==> src/hw/fcs_consts.svh <==
// constants for the flash command sequencer host controller
`ifndef FCS_CONSTS_SVH
`define FCS_CONSTS_SVH
// apb register byte offsets
`define FCS_REG_CTRL      12'h000
`define FCS_REG_ADDR      12'h004
`define FCS_REG_DATA      12'h008
`define FCS_REG_SEL       12'h00c
`define FCS_REG_STATUS    12'h010
`define FCS_REG_RDATA     12'h014
// ctrl fields
`define FCS_CTRL_GO_BIT   0
`define FCS_CTRL_OP_LSB   4
`define FCS_CTRL_OP_W     4
// status fields
`define FCS_ST_BUSY_BIT   0
`define FCS_ST_PWR_BIT    1
// command bytes and unlock addresses
`define FCS_UNLOCK_A      12'haaa
`define FCS_UNLOCK_B      12'h554
`define FCS_BYTE_AA       8'haa
`define FCS_BYTE_55       8'h55
`define FCS_CMD_ID        8'h90
`define FCS_CMD_PROG      8'ha0
`define FCS_CMD_ERASE     8'h80
`define FCS_CMD_SECTOR    8'h30
`define FCS_CMD_BULK      8'h10
`define FCS_CMD_SUSPEND   8'hb0
`define FCS_CMD_RESET     8'hf0
`define FCS_CMD_BYPASS    8'h20
`define FCS_CMD_BYP_EXIT  8'h00
`define FCS_OFS_ID        12'h002
`define FCS_OFS_PROT      12'h004
// timing, 50 MHz clock
`define FCS_CLK_MHZ       50
`define FCS_EXT_WIN_US    80
`define FCS_EXT_WIN_CYC   (`FCS_EXT_WIN_US * `FCS_CLK_MHZ)
`define FCS_STROBE_CYC    2
`endif

==> src/hw/fcs_pkg.sv <==
// types for the flash command sequencer host controller
package fcs_pkg;
    typedef enum logic [3:0] {
        FCS_OP_READ = 4'h0, FCS_OP_ID = 4'h1, FCS_OP_PROT = 4'h2, FCS_OP_PROG = 4'h3,
        FCS_OP_SECT = 4'h4, FCS_OP_BULK = 4'h5, FCS_OP_SUSP = 4'h6, FCS_OP_RESUME = 4'h7,
        FCS_OP_RESET = 4'h8, FCS_OP_BYP_ON = 4'h9, FCS_OP_BYP_PROG = 4'ha,
        FCS_OP_BYP_OFF = 4'hb, FCS_OP_SECT_ADD = 4'hc
    } fcs_op_t;
    typedef enum logic [4:0] {
        FCS_ST_IDLE = 5'b00001, FCS_ST_SETUP = 5'b00010, FCS_ST_STROBE = 5'b00100,
        FCS_ST_HOLD = 5'b01000, FCS_ST_NEXT = 5'b10000
    } fcs_state_t;
    // one bus cycle toward the device
    typedef struct packed {
        logic        wr;
        logic [19:0] addr;
        logic [15:0] data;
    } fcs_cyc_t;
    // pins toward the device
    typedef struct packed {
        logic        wr_n;
        logic        rd_n;
        logic [7:0]  main_sector_select;
        logic [3:0]  secondary_sector_select;
        logic [19:0] addr;
        logic [15:0] dout;
        logic        doe_n;
    } fcs_pins_t;
endpackage : fcs_pkg

==> src/hw/fcs_host.sv <==
`timescale 1ns/1ps
// apb-controlled host that drives flash command sequences on the parallel bus
`include "fcs_consts.svh"
// Function
// - extra 30h sector writes must follow within 80 us; the host still sends a late one and only flags it in status bit 2.
// - F0 anywhere returns to read array; needed after id or error.
// - AA, 55, 20 enters bypass; then A0 plus data programs.
// - in bypass, 90h then 00h leaves to read array.
// - each command cycle has the matching sector select high.
// - commands are byte writes to even address; program word even.
// - selects and write strobe stay deasserted during power-up.
// - no id or protection commands to the array holding running code; the host does not block them.
module fcs_host
    import fcs_pkg::*;
#(
    parameter int EXT_WIN_CYC = `FCS_EXT_WIN_CYC
) (
    // clock and reset
    input  wire logic        ref_clk_in,
    input  wire logic        rst_n_in,
    // apb slave
    input  wire logic        psel_in,
    input  wire logic        penable_in,
    input  wire logic        pwrite_in,
    input  wire logic [11:0] paddr_in,
    input  wire logic [31:0] pwdata_in,
    output logic [31:0]      prdata_out,
    output logic             pready_out,
    output logic             pslverr_out,
    // device pins
    input  wire logic        power_good_in,
    input  wire logic [15:0] dev_data_in,
    output logic             dev_wr_n_out,
    output logic             dev_rd_n_out,
    output logic [7:0]       main_sector_select_out,
    output logic [3:0]       secondary_sector_select_out,
    output logic [19:0]      dev_addr_out,
    output logic [15:0]      dev_data_out,
    output logic             dev_data_oe_n_out
);
    typedef struct packed {
        fcs_state_t  st;
        fcs_op_t     op;
        logic [2:0]  step;
        logic [19:0] addr;
        logic [15:0] wdata;
        logic [11:0] sel;
        logic [15:0] rdata;
        logic [1:0]  cnt;
        logic [31:0] win;
        logic        ext_late;
        fcs_pins_t   pins;
        logic [31:0] prdata;
        logic        pready;
        logic        pslverr;
    } fcs_host_state_t;

    fcs_host_state_t s_q, s_d;
    fcs_cyc_t        cyc;
    logic [2:0]      len;
    logic            apb_acc;
    logic            sel_any;

    fcs_seq_rom u_rom (
        .op_in   (s_q.op),
        .step_in (s_q.step),
        .addr_in (s_q.addr),
        .data_in (s_q.wdata),
        .cyc_out (cyc),
        .len_out (len)
    );

    assign apb_acc = psel_in && penable_in && !s_q.pready;
    assign sel_any = |s_q.sel;

    always_comb begin
        s_d = s_q;
        s_d.pready = 1'b0;
        s_d.pslverr = 1'b0;
        if (s_q.win != 32'h0)
            s_d.win = s_q.win - 32'd1;
        // apb access, one wait state
        if (apb_acc) begin
            s_d.pready = 1'b1;
            s_d.prdata = 32'h0;
            unique case (paddr_in)
                `FCS_REG_CTRL: begin
                    // no guard here: software keeps id/prot off the array it runs
                    if (pwrite_in && pwdata_in[`FCS_CTRL_GO_BIT] && s_q.st == FCS_ST_IDLE
                        && power_good_in && sel_any) begin
                        s_d.op   = fcs_op_t'(pwdata_in[`FCS_CTRL_OP_LSB +: `FCS_CTRL_OP_W]);
                        s_d.step = 3'd0;
                        s_d.st   = FCS_ST_SETUP;
                        // late extension would let the device close the erase window
                        s_d.ext_late = (s_d.op == FCS_OP_SECT_ADD) && (s_q.win == 32'h0);
                    end
                    s_d.prdata[`FCS_CTRL_OP_LSB +: `FCS_CTRL_OP_W] = s_q.op;
                end
                `FCS_REG_ADDR: begin
                    if (pwrite_in) s_d.addr = pwdata_in[19:0];
                    s_d.prdata[19:0] = s_q.addr;
                end
                `FCS_REG_DATA: begin
                    if (pwrite_in) s_d.wdata = pwdata_in[15:0];
                    s_d.prdata[15:0] = s_q.wdata;
                end
                `FCS_REG_SEL: begin
                    if (pwrite_in && s_q.st == FCS_ST_IDLE) s_d.sel = pwdata_in[11:0];
                    s_d.prdata[11:0] = s_q.sel;
                end
                `FCS_REG_STATUS: begin
                    s_d.prdata[`FCS_ST_BUSY_BIT] = (s_q.st != FCS_ST_IDLE);
                    s_d.prdata[`FCS_ST_PWR_BIT]  = power_good_in;
                    s_d.prdata[2] = s_q.ext_late;
                    s_d.prdata[3] = (s_q.win != 32'h0);
                end
                `FCS_REG_RDATA: begin
                    // status byte lives on the lower lane, bits 7:0 of the read data
                    s_d.prdata[15:0] = s_q.rdata;
                end
                default: s_d.pslverr = 1'b1;
            endcase
        end
        // bus cycle engine toward the device
        unique case (s_q.st)
            FCS_ST_IDLE: begin
                s_d.pins.wr_n = 1'b1;
                s_d.pins.rd_n = 1'b1;
                s_d.pins.main_sector_select = 8'h00;
                s_d.pins.secondary_sector_select = 4'h0;
                s_d.pins.doe_n = 1'b1;
            end
            FCS_ST_SETUP: begin
                s_d.pins.addr = cyc.addr;
                s_d.pins.main_sector_select = s_q.sel[7:0];
                s_d.pins.secondary_sector_select = s_q.sel[11:8];
                s_d.pins.dout = cyc.data;
                s_d.pins.doe_n = !cyc.wr;
                s_d.cnt = 2'd0;
                s_d.st = FCS_ST_STROBE;
            end
            FCS_ST_STROBE: begin
                s_d.pins.wr_n = !cyc.wr;
                s_d.pins.rd_n = cyc.wr;
                s_d.cnt = s_q.cnt + 2'd1;
                if (s_q.cnt == 2'(`FCS_STROBE_CYC - 1)) s_d.st = FCS_ST_HOLD;
            end
            FCS_ST_HOLD: begin
                if (!cyc.wr) s_d.rdata = dev_data_in;
                s_d.pins.wr_n = 1'b1;
                s_d.pins.rd_n = 1'b1;
                s_d.st = FCS_ST_NEXT;
            end
            FCS_ST_NEXT: begin
                s_d.pins.main_sector_select = 8'h00;
                s_d.pins.secondary_sector_select = 4'h0;
                s_d.pins.doe_n = 1'b1;
                if (s_q.step + 3'd1 >= len) begin
                    s_d.st = FCS_ST_IDLE;
                    if (s_q.op == FCS_OP_SECT || s_q.op == FCS_OP_SECT_ADD)
                        s_d.win = 32'(EXT_WIN_CYC);
                end else begin
                    s_d.step = s_q.step + 3'd1;
                    s_d.st = FCS_ST_SETUP;
                end
            end
            default: s_d.st = FCS_ST_IDLE;
        endcase
    end

    always_ff @(posedge ref_clk_in) begin
        if (!rst_n_in) begin
            s_q <= '{st: FCS_ST_IDLE, op: FCS_OP_READ, step: 3'd0, addr: 20'h0,
                     wdata: 16'h0, sel: 12'h000, rdata: 16'h0, cnt: 2'd0, win: 32'h0,
                     ext_late: 1'b0,
                     pins: '{wr_n: 1'b1, rd_n: 1'b1, main_sector_select: 8'h00,
                             secondary_sector_select: 4'h0, addr: 20'h0, dout: 16'h0,
                             doe_n: 1'b1},
                     prdata: 32'h0, pready: 1'b0, pslverr: 1'b0};
        end else begin
            s_q <= s_d;
        end
    end

    assign prdata_out = s_q.prdata;
    assign pready_out = s_q.pready;
    assign pslverr_out = s_q.pslverr;
    assign dev_wr_n_out = s_q.pins.wr_n;
    assign dev_rd_n_out = s_q.pins.rd_n;
    assign main_sector_select_out = s_q.pins.main_sector_select;
    assign secondary_sector_select_out = s_q.pins.secondary_sector_select;
    assign dev_addr_out = s_q.pins.addr;
    assign dev_data_out = s_q.pins.dout;
    assign dev_data_oe_n_out = s_q.pins.doe_n;

    property p_sel_idle;
        @(posedge ref_clk_in) disable iff (!rst_n_in)
        (s_q.st == FCS_ST_IDLE) |=> (s_q.pins.main_sector_select == 8'h00
                                     && s_q.pins.wr_n);
    endproperty
    a_sel_idle: assert property (p_sel_idle) else $error("select high while idle");

    property p_strobe_len;
        @(posedge ref_clk_in) disable iff (!rst_n_in)
        $fell(s_q.pins.wr_n) |-> !s_q.pins.wr_n [*2] ##1 s_q.pins.wr_n;
    endproperty
    a_strobe_len: assert property (p_strobe_len) else $error("write strobe width wrong");

    property p_addr_stable;
        @(posedge ref_clk_in) disable iff (!rst_n_in)
        !s_q.pins.wr_n |-> $stable(s_q.pins.addr) && $stable(s_q.pins.dout);
    endproperty
    a_addr_stable: assert property (p_addr_stable) else $error("bus moved in strobe");

    property p_wr_sel;
        @(posedge ref_clk_in) disable iff (!rst_n_in)
        !s_q.pins.wr_n |-> (|{s_q.pins.main_sector_select,
                              s_q.pins.secondary_sector_select}) && !s_q.pins.doe_n;
    endproperty
    a_wr_sel: assert property (p_wr_sel) else $error("write without select");

    property p_cmd_even;
        @(posedge ref_clk_in) disable iff (!rst_n_in)
        $fell(s_q.pins.wr_n) |-> !s_q.pins.addr[0];
    endproperty
    a_cmd_even: assert property (p_cmd_even) else $error("odd write address");

    property p_first_unlock;
        @(posedge ref_clk_in) disable iff (!rst_n_in)
        $fell(s_q.pins.wr_n) && s_q.step == 3'd0 && (s_q.op == FCS_OP_PROG
            || s_q.op == FCS_OP_ID) |-> s_q.pins.addr[11:0] == 12'haaa
            && s_q.pins.dout[7:0] == 8'haa;
    endproperty
    a_first_unlock: assert property (p_first_unlock) else $error("bad first unlock");

    property p_win_load;
        @(posedge ref_clk_in) disable iff (!rst_n_in)
        s_q.st == FCS_ST_NEXT && s_q.op == FCS_OP_SECT && s_q.step == 3'd5
            |=> s_q.win == 32'(EXT_WIN_CYC);
    endproperty
    a_win_load: assert property (p_win_load) else $error("erase window not armed");

    property p_apb_ans;
        @(posedge ref_clk_in) disable iff (!rst_n_in)
        psel_in && penable_in && !pready_out |=> pready_out;
    endproperty
    a_apb_ans: assert property (p_apb_ans) else $error("apb answer late");
endmodule : fcs_host

==> src/hw/fcs_seq_rom.sv <==
`timescale 1ns/1ps
// maps an operation and step number onto one bus cycle
`include "fcs_consts.svh"
module fcs_seq_rom
    import fcs_pkg::*;
(
    // request
    input  wire fcs_op_t     op_in,
    input  wire logic [2:0]  step_in,
    input  wire logic [19:0] addr_in,
    input  wire logic [15:0] data_in,
    // cycle
    output fcs_cyc_t         cyc_out,
    output logic [2:0]       len_out
);
    function automatic fcs_cyc_t wc(input logic [11:0] a, input logic [7:0] d);
        wc = '{wr: 1'b1, addr: {addr_in[19:12], a}, data: {8'h00, d}};
    endfunction : wc
    logic [19:0] even_a;
    assign even_a = {addr_in[19:1], 1'b0};
    always_comb begin
        cyc_out = '{wr: 1'b0, addr: even_a, data: 16'h0000};
        len_out = 3'd1;
        unique case (op_in)
            FCS_OP_READ: len_out = 3'd1;
            FCS_OP_ID, FCS_OP_PROT, FCS_OP_PROG, FCS_OP_BYP_ON, FCS_OP_SECT, FCS_OP_BULK: begin
                len_out = (op_in == FCS_OP_ID || op_in == FCS_OP_PROT || op_in == FCS_OP_PROG)
                          ? 3'd4 : (op_in == FCS_OP_BYP_ON ? 3'd3 : 3'd6);
                case (step_in)
                    3'd0: cyc_out = wc(`FCS_UNLOCK_A, `FCS_BYTE_AA);
                    3'd1: cyc_out = wc(`FCS_UNLOCK_B, `FCS_BYTE_55);
                    3'd2: cyc_out = wc(`FCS_UNLOCK_A,
                            (op_in == FCS_OP_PROG) ? `FCS_CMD_PROG :
                            (op_in == FCS_OP_BYP_ON) ? `FCS_CMD_BYPASS :
                            (op_in == FCS_OP_SECT || op_in == FCS_OP_BULK)
                                ? `FCS_CMD_ERASE : `FCS_CMD_ID);
                    3'd3: begin
                        if (op_in == FCS_OP_ID)
                            cyc_out.addr = {addr_in[19:12], `FCS_OFS_ID};
                        else if (op_in == FCS_OP_PROT)
                            cyc_out.addr = {addr_in[19:12], `FCS_OFS_PROT};
                        else if (op_in == FCS_OP_PROG)
                            cyc_out = '{wr: 1'b1, addr: even_a, data: data_in};
                        else
                            cyc_out = wc(`FCS_UNLOCK_A, `FCS_BYTE_AA);
                    end
                    3'd4: cyc_out = wc(`FCS_UNLOCK_B, `FCS_BYTE_55);
                    default: cyc_out = (op_in == FCS_OP_BULK)
                            ? wc(`FCS_UNLOCK_A, `FCS_CMD_BULK)
                            : '{wr: 1'b1, addr: even_a, data: {8'h00, `FCS_CMD_SECTOR}};
                endcase
            end
            FCS_OP_SECT_ADD: cyc_out = '{wr: 1'b1, addr: even_a,
                                         data: {8'h00, `FCS_CMD_SECTOR}};
            FCS_OP_SUSP: cyc_out = '{wr: 1'b1, addr: even_a,
                                     data: {8'h00, `FCS_CMD_SUSPEND}};
            FCS_OP_RESUME: cyc_out = '{wr: 1'b1, addr: even_a,
                                       data: {8'h00, `FCS_CMD_SECTOR}};
            FCS_OP_RESET: cyc_out = '{wr: 1'b1, addr: even_a,
                                      data: {8'h00, `FCS_CMD_RESET}};
            FCS_OP_BYP_PROG: begin
                len_out = 3'd2;
                cyc_out = (step_in == 3'd0)
                    ? '{wr: 1'b1, addr: even_a, data: {8'h00, `FCS_CMD_PROG}}
                    : '{wr: 1'b1, addr: even_a, data: data_in};
            end
            FCS_OP_BYP_OFF: begin
                len_out = 3'd2;
                cyc_out = '{wr: 1'b1, addr: even_a,
                            data: {8'h00, (step_in == 3'd0) ? `FCS_CMD_ID
                                                            : `FCS_CMD_BYP_EXIT}};
            end
            default: len_out = 3'd1;
        endcase
    end
endmodule : fcs_seq_rom

==> config.mk <==
export PLATFORM = sky130hd
export DESIGN_NAME = fcs_host
export DESIGN_NICKNAME = d
export VERILOG_FILES = /design/src/hw/fcs_pkg.sv /design/src/hw/fcs_host.sv /design/src/hw/fcs_seq_rom.sv
export VERILOG_INCLUDE_DIRS = /design/src /design/src/hw
export SDC_FILE = /design/constraint.sdc
export NUM_CORES = 1
export LEC_CHECK = 0
export ABC_AREA = 1
export CAP_MARGIN = 15
export CORE_ASPECT_RATIO = 0.5
export CORE_MARGIN = 2
export CORE_UTILIZATION = 65
export DETAILED_ROUTE_END_ITERATION = 10
export DONT_BUFFER_PORTS = 1
export HOLD_SLACK_MARGIN = 0.06
export PLACE_DENSITY = 0.78
export SYNTH_ARGS = -nofsm -noshare
export SYNTH_HDL_FRONTEND = slang
export SYNTH_SLANG_ARGS = --single-unit
==> constraint.sdc <==
create_clock -name ref_clk_in -period 6.2 [get_ports ref_clk_in]
set_clock_uncertainty 0.15 [all_clocks]
set_input_delay 0.93 -clock ref_clk_in [delete_from_list [all_inputs] [get_ports ref_clk_in]]
set_output_delay 0.93 -clock ref_clk_in [all_outputs]
set_load 0.01 [all_outputs]
**Yosys cells after proc, flatten, opt, wreduce, memory -nomap -nowiden**

Index checks and enable logic that the tools add are counted.
W data, S select, Z words.

- Bits in registers: 184
- Input bits: 66
- Output and inout bits: 85

- Add/subtract/negate cells: 3
- $lt $le $gt $ge: 1
- Equality and inequality tests: 29
- Mux-type cells: 47
- Bitwise logic cells: 1
- Reduce and logical (&&, ||, !) cells: 35

Operator list:

| cell | number |
|---|---|
| $pmux W37 S6 | 1 |
| $pmux W37 S4 | 1 |
| $mux W32 | 4 |
| $mux W16 | 5 |
| $mux W12 | 6 |
| $mux W60 | 1 |
| $mux W28 | 2 |
| $mux W20 | 2 |
| $pmux W4 S5 | 2 |
| $logic_not A32 Y1 | 1 |
| $reduce_bool A32 Y1 | 1 |
| $sub A32 B1 Y32 const B | 1 |
| $pmux W5 S5 | 1 |
| $eq A12 B4 Y1 const B | 2 |
| $eq A12 B5 Y1 const B | 2 |
| $eq A4 B4 Y1 const B | 6 |
| $mux W8 | 3 |
| $pmux W12 S2 | 1 |
| $eq A4 B3 Y1 const B | 4 |
| $pmux W4 S4 | 1 |
| $eq A12 B3 Y1 const B | 1 |
| $logic_not A12 Y1 | 1 |
| $mux W3 | 4 |
| $pmux W4 S3 | 1 |
| 33 further kinds | 62 |

**Logic depth before layout (Yosys ltp)**

Gate-level depths: netlist of run 1.

- Depth in word-level cells: 9
- Mapped depth: 17
- Gate-level depth less buffers: 14

**Hierarchy**

From an unflattened synthesis of run 1, not the netlist that was laid out.

- Cell total of the unflattened synthesis: 1334
- Area, all modules: 9366.5 um2

By module, submodules not included:

| module | times used | cells each | area an instance (um2) | sequential area each (um2) |
|---|---|---|---|---|
| fcs_host | 1 | 1139 | 8466.9 | 3683.5 |
| fcs_seq_rom | 1 | 195 | 899.6 | 0.0 |

**Least setup slack after synthesis of run 1**

No wires, ideal clock.

- Path kind: register to register
- Start point: register s_q[188] (netlist name)
- End point: register s_q[113] (netlist name)
- Arrival time: 2.410 ns
- Required time: 5.972 ns
- Slack: 3.562 ns
- Cell stages (with the launch flop): 18
- Buffers on the path: 3
- Period minus slack after synthesis: 2.638 ns
- Path through: dfxtp_1 -> buf_4 -> inv_1 -> nand2_1 -> nor2_1 -> nor2_4 -> nand2_4 -> clkbuf_1 -> nand2_1 -> ha_1 -> a21oi_1 -> nand3_1 -> nand2_1 -> inv_1 -> nand2_1 -> nand2_1 -> buf_2 -> nor3_1

- Cells in the longest elaborated chain, start to end: 8

RTL lines:

| element | RTL line | text |
|---|---|---|
| start, declared | fcs_host.sv:58 | `fcs_host_state_t s_q, s_d;` |
| start signal, assigned | fcs_host.sv:173 | `s_q <= '{st: FCS_ST_IDLE, op: FCS_OP_READ, step: 3'd0, addr: 20'h0,` |
| $eq A4 B1 Y1 or $eq A4 B2 Y1 (tied branches) | fcs_seq_rom.sv:24, fcs_seq_rom.sv:27 |  |
| $logic_or A1 B1 Y1 (2 in a row) | fcs_seq_rom.sv:27 | `len_out = (op_in == FCS_OP_ID \|\| op_in == FCS_OP_PROT \|\| op_in == FCS_OP_PROG)` |
| $mux W3 | fcs_seq_rom.sv:28 | `? 3'd4 : (op_in == FCS_OP_BYP_ON ? 3'd3 : 3'd6);` |
| $pmux W3 S2 | fcs_seq_rom.sv:24 | `unique case (op_in)` |
| $ge A3 B3 Y1 | fcs_host.sv:158 | `if (s_q.step + 3'd1 >= len) begin` |
| $mux W32 * | fcs_host.sv:158 |  |
| $mux W32 * | fcs_host.sv:125 | `unique case (s_q.st)` |

Every way passes the cells marked *; elsewhere a longest branch is shown, timed or not.
A chain may end at the register's enable or synchronous reset.

**Worst setup path in the final report of run 1**

- Start point: register s_q[189] (netlist name)
- End point: register s_q[87] (netlist name)

Same word-level chain as after synthesis.

==> results of run 1 <==
-- critical path: cells and delay by family, from the launching register on --
kind | cells | cell delay [ns]
compound gates | 2 | 0.60
buf+inv | 1 | 0.08
flops | 1 | 0.37
simple gates | 8 | 1.83
fa+ha+maj | 1 | 0.32
-- routing by layer --
metal | part of all wire, % | GRT usage [%] | wire (um)
met5 | 0 | 0 | 0
met4 | 1.8 | 10.4 | 463
met3 | 10 | 8.59 | 2660
met2 | 42 | 50.8 | 10700
met1 | 46 | 47.7 | 11800
-- cells in the final DEF, fill, tap and decap left out, types with 2 or more instances in the layout --
cell / n
o31ai_1: 3
and3_1: 2
nand2_2: 3
nor4_1: 5
o21a_1: 2
a21oi_2: 8
o21ai_0: 122
a31o_2: 4
clkbuf_16: 17
a21oi_1: 140
inv_1: 118
buf_4: 7
a211oi_1: 2
dfxtp_1: 183
nor3_1: 31
nand4_1: 26
ha_1: 11
nor2_1: 158
xnor2_1: 6
nand3_2: 7
nor3_2: 3
clkbuf_1: 2
conb_1: 13
nor2_2: 5
nand2_1: 235
o22ai_1: 8
nand3_1: 96
inv_6: 4
xor2_1: 10
clkinvlp_4: 5
clkinv_2: 2
-- stage by stage --
step | hold WS (ns) | cell area [sq um]
after detailed placement | 0.296 | 8810
after CTS | 0.306 | 9330
after floorplan | 0.279 | 9360
final | 0.312 | 9330
after global placement | 0.287 | 8810
after global routing | 0.331 | 9330
-- cells in the mapped netlist, types with 3 or more instances --
library cell  count  share of area, %
a21oi_1         140               7.5
a31o_2            4              0.38
nand3_1          96               5.2
nand4_1          26               1.7
nand2_1         235               9.5
nor3_1           31               1.7
nand2_2           3              0.20
buf_2             6              0.32
nor2_2            4              0.27
xnor2_1           6              0.56
o31ai_1           3              0.24
nor3_2            3              0.32
o22ai_1           8              0.54
nand3_2           7              0.75
inv_1           118               4.8
nor4_1            5              0.34
dfxtp_1         183                39
o21ai_0         122               6.6
clkbuf_1         42               1.7
a21oi_2           8              0.75
buf_4            83               6.7
xor2_1           10              0.94
ha_1             11               1.5
nor2_1          159               6.4
-- area by class of cell --
cell class | count | area (sq um) | share of cell area (%)
repair buffers | 7 | 52.6 | 0.563
well taps | 192 | 240 | 2.58
multi-input cells | 909 | 4390 | 47.1
flip-flops and latches | 183 | 3660 | 39.3
inverters | 120 | 455 | 4.88
clock inverters | 10 | 73.8 | 0.792
clock buffers | 20 | 447 | 4.79
-- state kept, by name, indices dropped and copies added, names as in the netlist --
register	count
dev_wr_n_out	1
secondary_sector_select_out	4
pready_out	1
dev_addr_out	19
prdata_out	20
s_q	111
dev_rd_n_out	1
dev_data_out	16
pslverr_out	1
main_sector_select_out	8
dev_data_oe_n_out	1
-- cells by family (layout without fill, tap and decap cells) --
family | Yosys count | in the layout | share of synthesized area (%)
simple gates | 577 | 577 | 27.1
buf+inv | 254 | 157 | 14.0
flops | 183 | 183 | 39.3
xor+xnor | 16 | 16 | 1.50
compound gates | 292 | 292 | 16.5
fa+ha+maj | 11 | 11 | 1.48
other cells | 1 | 13 | 0.0403
-- how the worst min path moves through the flow --
stage                     startpoint               endpoint  slack [ns]  depth (start not counted)
2_1_floorplan  s_q[118]$_SDFFE_PN0P_  s_q[118]$_SDFFE_PN0P_        0.28                          1
3_3_place_gp   s_q[164]$_SDFFE_PN0P_  s_q[164]$_SDFFE_PN0P_        0.29                          2
3_5_place_dp   s_q[164]$_SDFFE_PN0P_  s_q[164]$_SDFFE_PN0P_        0.30                          2
4_1_cts        s_q[164]$_SDFFE_PN0P_  s_q[164]$_SDFFE_PN0P_        0.31                          2
5_1_grt        s_q[164]$_SDFFE_PN0P_  s_q[164]$_SDFFE_PN0P_        0.33                          2
6_report       s_q[164]$_SDFFE_PN0P_  s_q[164]$_SDFFE_PN0P_        0.31                          2
-- power by group through the flow --
stage | logic [W] | registers [W] | clock network, W
detailed placement | 0.000763 | 0.00133 | 0
global route | 0.000885 | 0.00132 | 0.00104
floorplan | 0.000626 | 0.00131 | 0
global placement | 0.000753 | 0.00133 | 0
finish | 0.000786 | 0.00131 | 0.000997
CTS | 0.000771 | 0.00131 | 0.00100
==> summary.md, run 1 <==
| Metric | Value |
|---|---|
| Status | complete, no violations |
| Die area | 15400 sq um |
| Crit-path cells | nor2_1, nand2_1, nand2_4, nand2_1, ha_1, a21oi_1, nand3_1, nand2_1, inv_1, nand2_1, nand2_1, a211oi_1 |
| Core Util, Final | 67.7% |
| Primary FF master, synth | dfxtp_1 |
| Reg-to-Reg Start | s_q[189]$_SDFFE_PN0P_ |
| Total Power | 0.00309 W |
| Final hold violations | 0 |
| Reg2reg end | s_q[87]$_SDFF_PN0_ |
| IO Pins | 151 |
| # setup viols final | 0 |
| Synthesized flop and latch total | 183 |
| Global-route wire length before repair | 40000 um |
| Worst-margin pin slew | 0.999 ns |
| Layout cells sized above 1 | 5.68% |
| Cell Area, Synth | 9310 sq um |
| Crit path required time | 6.38 ns |
| Net Sw Frac | 34.6% |
| Distinct cells, synth | 42 |
| Logic gate share of total power | 25.4% |
| Slew Limit Fails | 0 |
| Post-CTS setup buffer count | 0 |
| Avg WL per Cell | 17.8 um |
| Largest net degree at the start of global routing | 98 |
| Leak pwr | 3.66 nW |
| P_sw | 0.00107 W |
| 1st-iter DRT viols | 1071 |
| Syn. warnings | 0 |
| Pre-CTS WS | 2.71 ns |
| Dpl hpwl | 18600 um |
| Placed Cells | 1411 |
| Worst Setup SP | s_q[189]$_SDFFE_PN0P_ |
| Max Clock Freq | 0.288 GHz |
| Ant. Diodes | 0 |
| Mapped Avg Cell Area | 6.98 sq um |
| # hold bufs at CTS | 0 |
| Core Region | 13800 sq um |
| Register area share after synthesis | 39.3% |
| Drt first pass iters | 7 |
| Root Driver | clkbuf_16 |
| DRC errors left | 0 |
| HP Class | flip-flop to flip-flop |
| Critical path startpoint category | flip-flop |
| Post-route ant nets | 0 |
| Worst-case vdd ir drop | 207 uV |
| Core Rows | 30 |
| Sink Count | 183 |
| GPL Wtd Cong | 0.972 |
| Kind of critical path | flip-flop to flip-flop |
| Critical Path End | s_q[87]$_SDFF_PN0_ |
| Gr ovfl total | 0 |
| Power density over the cells | 332 nW/um^2 |
| Clock tree from TritonCTS | done |
| Post-cts resize count | 0 |
| Gate Count Post-Synth | 1334 |
| Max_cap viols | 0 |
| Final min period | 3.47 ns |
| Fin Setup TNS | 0 ns |
| Chip Height | 88.6 um |
| Initial antenna violation count | 0 |
| H-tree level count | 4 |
| Slowest CP cell | nand2_1 |
| RSZ-0062 raised after global routing | false |
| Fin cells | 1441 |
| Number of synthesized flops with an enable pin | 0 |
| WL final | 25600 um |
| Max incr delay on CP | 0.58 ns |
| Quantity of I/O buffers inserted on ports | 0 |
| Clk slew on worst S/H paths | 0.07 ns |
| Fraction of registers with async set/reset | 0% |
| Clock Latency Late Sink | 0.44 ns |
| Int Power | 0.00202 W |
| Fillers | 1244 |
| Clk pwr share | 32.3% |
| Worst R2R Path Depth | 12 |
| R2R Setup Slk | 2.73 ns |
| Fin worst setup slack | 2.73 ns |
| Period utilization | 56.0% |
| Vias in the first global route | 7566 |
| Most Frequent Cell on Critical Path | nand2_1 |
| Vias | 8511 |
| Clock Path Buffers | 2 |
| Setup crit end kind | flip-flop |
| Max transition margin | 33.2% |
| Via density | 5.91 |
| Part of the power in registers | 42.3% |
| Final #Nets | 1315 |
| Clock buffer count from CTS | 17 |
| Gr usage total | 33.6% |
| WP data arrival | 3.65 ns |
| Max Fanout on Critical Path | 26 |
| Starting Density | 67.6% |
| Area Overhead vs Synth | 0.161% |
| Die X | 173 um |
No activity file was read; power rests on OpenSTA's default activity.
==> run 2, diff against run 1 <==
ABC_AREA = 0   (was 1)
CORE_UTILIZATION = 64   (was 65)
PLACE_DENSITY = 0.77   (was 0.78)
clock period = 3.6 ns   (was 6.2 ns; I/O delays follow)
==> run 2 against run 1 <==
  * Combinational power is 74% higher
  * Design area is 0.21% higher
  * Via count is 5.8% lower
  * Critical path type unchanged
  * Total power is 81% higher
  * Die area is 0.72% lower
  * Worst setup slack worse by 2.2 ns
  * First-iteration DRC count is 13% lower
  * Non-clock buffer count is 22 higher
  * Sequential power is 79% higher
  * Clock power is 89% higher
  * Utilization is 0.52 points higher
  * Cell count is 14% lower
==> summary.md, run 2 <==
| Metric | Value |
|---|---|
| Max Fanout on Critical Path | 19 |
| Status | complete, no violations |
| Period utilization | 84.7% |
| Critical path startpoint category | flip-flop |
| P_sw | 0.00192 W |
| Post-CTS setup buffer count | 0 |
| Fin worst setup slack | 0.550 ns |
| IO Pins | 151 |
| Global-route wire length before repair | 38100 um |
| Logic gate share of total power | 24.5% |
| Fin Setup TNS | 0 ns |
| Clk slew on worst S/H paths | 0.08 ns |
| Max Clock Freq | 0.328 GHz |
| Gr ovfl total | 0 |
| Final hold violations | 0 |
| Most frequent cells in the layout | dfxtp_1 (183), nand2_1 (176), a21oi_1 (120) |
| Leak pwr | 3.23 nW |
| Fin cells | 1241 |
| Placed Cells | 1209 |
| WP data arrival | 3.22 ns |
| Pre-CTS WS | 0.686 ns |
| Via density | 6.46 |
| Part of the power in registers | 41.8% |
| Count leader, synth | dfxtp_1 |
| Fillers | 1147 |
| Max_cap viols | 0 |
| Core Rows | 30 |
| Top cells by count, synth | dfxtp_1 (183), nand2_1 (176), a21oi_1 (120) |
| Dpl hpwl | 17600 um |
| Drt first pass iters | 6 |
| Layout cells sized above 1 | 8.96% |
| DRC errors left | 0 |
| 1st-iter DRT viols | 937 |
| Crit path required time | 3.77 ns |
| H-tree level count | 4 |
| Synthesized flop and latch total | 183 |
| Clock tree from TritonCTS | done |
| Worst-margin pin slew | 0.759 ns |
| Clk pwr share | 33.6% |
| Number of synthesized flops with an enable pin | 0 |
| Clock Latency Late Sink | 0.43 ns |
| Sink Count | 183 |
| Setup crit end kind | flip-flop |
| Vias | 8018 |
| Max reg flops | 111 |
| Ant. Diodes | 0 |
| Primary FF master, synth | dfxtp_1 |
| Root Driver | clkbuf_16 |
| Final #Nets | 1113 |
| HP Class | input port to flip-flop |
| Distinct cells, synth | 69 |
| Die X | 173 um |
| Slew Limit Fails | 0 |
| Clock Path Buffers | 2 |
| Final min period | 3.05 ns |
| Power density over the cells | 599 nW/um^2 |
| Cell Area, Synth | 9100 sq um |
| Gate Count Post-Synth | 1126 |
| Post-cts resize count | 0 |
| Most common cell after layout, fill and taps aside | dfxtp_1 |
| Vias in the first global route | 7200 |
| Largest net degree at the start of global routing | 65 |
| WL final | 24500 um |
| Core Region | 13700 sq um |
| Post-synth top area share | 40.3% |
| Clock buffer count from CTS | 17 |
| GPL Wtd Cong | 0.940 |
| Register area share after synthesis | 40.3% |
| Mapped Avg Cell Area | 8.08 sq um |
| Int Power | 0.00367 W |
| Area leader, netlist | dfxtp_1 |
| # setup viols final | 0 |
| Kind of critical path | flip-flop to flip-flop |
| Starting Density | 66.4% |
| Post-route ant nets | 0 |
| Largest Register | s_q |
| Core Util, Final | 68.2% |
| Syn. warnings | 0 |
| Avg WL per Cell | 19.8 um |
| RSZ-0062 raised after global routing | false |
| Chip Height | 88.3 um |
| Gr usage total | 31.6% |
| Die area | 15200 sq um |
| Initial antenna violation count | 0 |
| Max transition margin | 48.7% |
| Net Sw Frac | 34.4% |
| Worst-case vdd ir drop | 531 uV |
| Area Overhead vs Synth | 2.71% |
| Quantity of I/O buffers inserted on ports | 0 |
| Fraction of registers with async set/reset | 0% |
| Top cells by area, synth | dfxtp_1 (40%), nand2_1 (7.3%), buf_4 (6.8%) |
| # hold bufs at CTS | 0 |
[run 2: cell types whose count changed after synthesis, sizes merged, moves of 20 or more]
cell and delta:
nor2 -87, nand3 -62, a21oi -28, nand2 -63, mux2i +44, inv -108
nand4 -20, o21ai -63
[run 2: cell families after synthesis]
group           after synthesis  synth area share, %
flops                       183                 40.3
buf+inv                     162                 10.2
mux                          44                 4.84
other cells                   1               0.0412
fa+ha+maj                    11                 1.51
simple gates                439                 23.8
xor+xnor                     12                 1.15
compound gates              274                 18.2
[run 2: stage by stage]
stage / area, sq um / power (W) / hold slack (ns)
final: 9350 / 0.00560 / 0.0923
after global routing: 9350 / 0.00586 / 0.0825
after CTS: 9350 / 0.00559 / 0.0743
after detailed placement: 8740 / 0.00373 / 0.301
after global placement: 8740 / 0.00367 / 0.291
after floorplan: 9150 / 0.00353 / 0.276
[run 2: layout make-up]
type / count / area [sq um] / area share (%)
Sequential cell: 183 / 3660 / 39.2
Multi-Input combinational cell: 793 / 4570 / 48.9
Tap cell: 192 / 240 / 2.57
Clock inverter: 13 / 154 / 1.65
Timing Repair Buffer: 29 / 218 / 2.33
Clock buffer: 19 / 453 / 4.85
Inverter: 12 / 45.0 / 0.482
[run 2: worst max-delay path, stage by stage, from the launching register on]
cell	delay (ns)
dfxtp_1	0.33
inv_1	0.12
ha_1	0.17
or4b_2	0.60
or3_1	0.45
nor3_4	0.66
nand4_1	0.20
o31ai_1	0.26
[run 2: path summary, 6_finish.rpt]
kind	start	endpoint	slack [ns]	cells past startpoint
worst min register to register	s_q[178]$_SDFFE_PN0P_	s_q[178]$_SDFFE_PN0P_	0.32	2
worst max register to register	s_q[86]$_SDFF_PN0_	s_q[85]$_SDFFE_PN0P_	0.55	7
worst min-delay path	dev_data_in[6]	s_q[126]$_SDFFE_PN0P_	0.09	2
worst max-delay path	s_q[86]$_SDFF_PN0_	s_q[85]$_SDFFE_PN0P_	0.55	7
[run 2: per-layer routing]
metal  part of all wire [%]  vias up  routed length (um)  track usage (%)
met4                    3.0        0                 724             12.2
met5                      0        -                   0                0
li1                       -     3724                   -                -
met3                    9.8       61                2390             8.38
met1                     43     3802               10500             41.7
met2                     44      431               10900             50.7
[run 2: power by group through the flow]
stage,Sequential [W],Clock (W),Combinational (W)
after floorplan,0.00234,0,0.00118
after global placement,0.00237,0,0.00130
after detailed placement,0.00238,0,0.00135
after CTS,0.00234,0.00189,0.00136
after global routing,0.00237,0.00197,0.00153
final,0.00234,0.00188,0.00137
==> run 3, diff against run 2 <==
clock period = 2.9 ns   (was 3.6 ns; I/O delays follow)
==> run 3 against run 2 <==
  * Largest power group unchanged
  * Sequential share of layout area down 2.2 points
  * Wire length grew 4.5%
  * Highest routed layer unchanged
  * Maximum frequency increased by 12%
  * Design area rose by 5.9%
  * Cell count rose by 4.5%
  * Clock-buffer cell count fell by 2
  * Utilization grew 4.0 points
==> summary.md, run 3 (same netlist as run 2, synthesis figures left out) <==
| Metric | Value |
|---|---|
| Placed Cells | 1228 |
| Worst-case vdd ir drop | 754 uV |
| Most common cell after layout, fill and taps aside | dfxtp_1 |
| Gr usage total | 33.4% |
| Max Fanout on Critical Path | 13 |
| WL final | 25600 um |
| Global-route wire length before repair | 39900 um |
| Initial antenna violation count | 0 |
| Worst-margin pin slew | 0.681 ns |
| Sink Count | 183 |
| Area Overhead vs Synth | 8.79% |
| GPL Wtd Cong | 0.953 |
| Layout cells sized above 1 | 10.3% |
| Clock tree from TritonCTS | done |
| Gr ovfl total | 0 |
| # setup viols final | 0 |
| Worst Setup SP | s_q[184]$_SDFF_PN0_ |
| Reg2reg end | dev_addr_out[11]$_SDFFE_PN0P_ |
| Post-CTS setup buffer count | 0 |
| Root Driver | clkbuf_16 |
| Clk pwr share | 33.0% |
| Avg WL per Cell | 19.7 um |
| Worst R2R Path Depth | 7 |
| Clock Latency Late Sink | 0.44 ns |
| Final hold violations | 0 |
| Largest Register | s_q |
| Kind of critical path | flip-flop to flip-flop |
| Critical path startpoint category | flip-flop |
| Max Clock Freq | 0.366 GHz |
| Hold Slack | 0.0822 ns |
| WP data arrival | 2.90 ns |
| Max_cap viols | 0 |
| H-tree level count | 4 |
| Dpl hpwl | 18000 um |
| Max transition margin | 54.2% |
| Quantity of I/O buffers inserted on ports | 0 |
| Fin cells | 1297 |
| IO Pins | 151 |
| Net Sw Frac | 35.2% |
| Period utilization | 94.2% |
| Final min period | 2.73 ns |
| Final #Nets | 1169 |
| Fillers | 1043 |
| Crit path required time | 3.07 ns |
| Post-route ant nets | 0 |
| Status | complete, no violations |
| Setup crit end kind | flip-flop |
| Reg-to-Reg Start | s_q[184]$_SDFF_PN0_ |
| Ant. Diodes | 0 |
| Via density | 6.36 |
| Starting Density | 66.4% |
| HP Class | input port to flip-flop |
| Leak pwr | 3.49 nW |
| Logic gate share of total power | 26.6% |
| Die area | 15200 sq um |
| DRC errors left | 0 |
| Vias in the first global route | 7626 |
| Register area | 3660 sq um |
| Clock Path Buffers | 2 |
| Most frequent cells in the layout | dfxtp_1 (183), nand2_1 (176), a21oi_1 (120) |
| Core Rows | 30 |
| Clk slew on worst S/H paths | 0.08 ns |
| R2R Setup Slk | 0.17 ns |
| Vias | 8243 |
| Total Power | 0.00720 W |
| RSZ-0062 raised after global routing | false |
| Die X | 173 um |
| Core Util, Final | 72.3% |
| Largest net degree at the start of global routing | 59 |
| Power density over the cells | 728 nW/um^2 |
| Slew Limit Fails | 0 |
| Critical Path End | dev_addr_out[11]$_SDFFE_PN0P_ |
| Chip Height | 88.3 um |
| Drt first pass iters | 6 |
| Multi-input gate area in the final layout | 4570 sq um |
| P_sw | 0.00253 W |
| Int Power | 0.00467 W |
| Part of the power in registers | 40.4% |
| Clock buffer count from CTS | 17 |
| Max reg flops | 111 |
| Fin Setup TNS | 0 ns |
| 1st-iter DRT viols | 1019 |
| Core Region | 13700 sq um |
## run 3: cell count changes in the layout (fill, tap and decap cells not counted)
cell and delta:
buf_12 +3, inv_12 +2, inv_8 +1, clkbuf_8 -2
inv_6 -2, dlygate4sd3_1 +36, clkinv_4 -1, buf_4 +17
clkinvlp_4 +2
## run 3: worst max-delay path, stage by stage (launching register included)
cell     delay [ns]
dfxtp_1        0.44
ha_1           0.19
ha_1           0.45
nor3b_1        0.17
nor2_1         0.40
nand4_1        0.41
a21oi_1        0.31
a21oi_1        0.10
## run 3: how the worst min path moves through the flow
stage	cells after the start	startpoint	end	slack, ns
after floorplan	2	dev_data_out[5]$_SDFFE_PN0P_	dev_data_out[5]$_SDFFE_PN0P_	0.28
after global placement	2	s_q[164]$_SDFFE_PN0P_	s_q[164]$_SDFFE_PN0P_	0.29
after detailed placement	2	s_q[85]$_SDFFE_PN0P_	s_q[85]$_SDFFE_PN0P_	0.31
after CTS	2	rst_n_in	dev_data_out[0]$_SDFFE_PN0P_	0.06
after global routing	2	rst_n_in	dev_data_out[0]$_SDFFE_PN0P_	0.1
final	2	rst_n_in	dev_data_out[0]$_SDFFE_PN0P_	0.08
## run 3: timing repair
| item | 4_1_cts | 5_1_grt |
|---|---|---|
| hold buffers | 37 | 0 |
| endpoints found under the hold margin | 96 | 0 |
| gates resized for setup | 0 | 0 |
## run 3: per-layer routing
metal | vias up | global-route usage, % | part of all wire (%)
li1 | 3844 | - | -
met1 | 3892 | 42.6 | 42
met2 | 421 | 53.7 | 45
met3 | 86 | 9.19 | 10
met4 | 0 | 16.2 | 3.4
met5 | - | 0 | 0
## run 3: power by group through the flow
| stage | logic (W) | clock network, W | registers (W) |
|---|---|---|---|
| 4_1_cts | 0.00189 | 0.00239 | 0.00290 |
| 5_1_grt | 0.00212 | 0.00248 | 0.00295 |
| 3_3_place_gp | 0.00173 | 0 | 0.00295 |
| 6_report | 0.00192 | 0.00237 | 0.00291 |
| 3_5_place_dp | 0.00181 | 0 | 0.00296 |
| 2_1_floorplan | 0.00147 | 0 | 0.00291 |
## run 3: per-stage QoR
stage,instance area [sq um],setup slack [ns]
final,9900,0.168
after global routing,9900,0.0202
after CTS,9900,0.177
after detailed placement,8910,0.221
after global placement,8910,0.282
after floorplan,9150,0.0501
## run 3: final cells by class
class                      instances  area share (%)
sequential                       183            37.0
clock buffer                      17            4.30
clock inverter                    15            1.88
inverter                          12           0.455
multi-input combinational        793            46.2
tap                              192            2.43
timing repair buffer              85            7.74
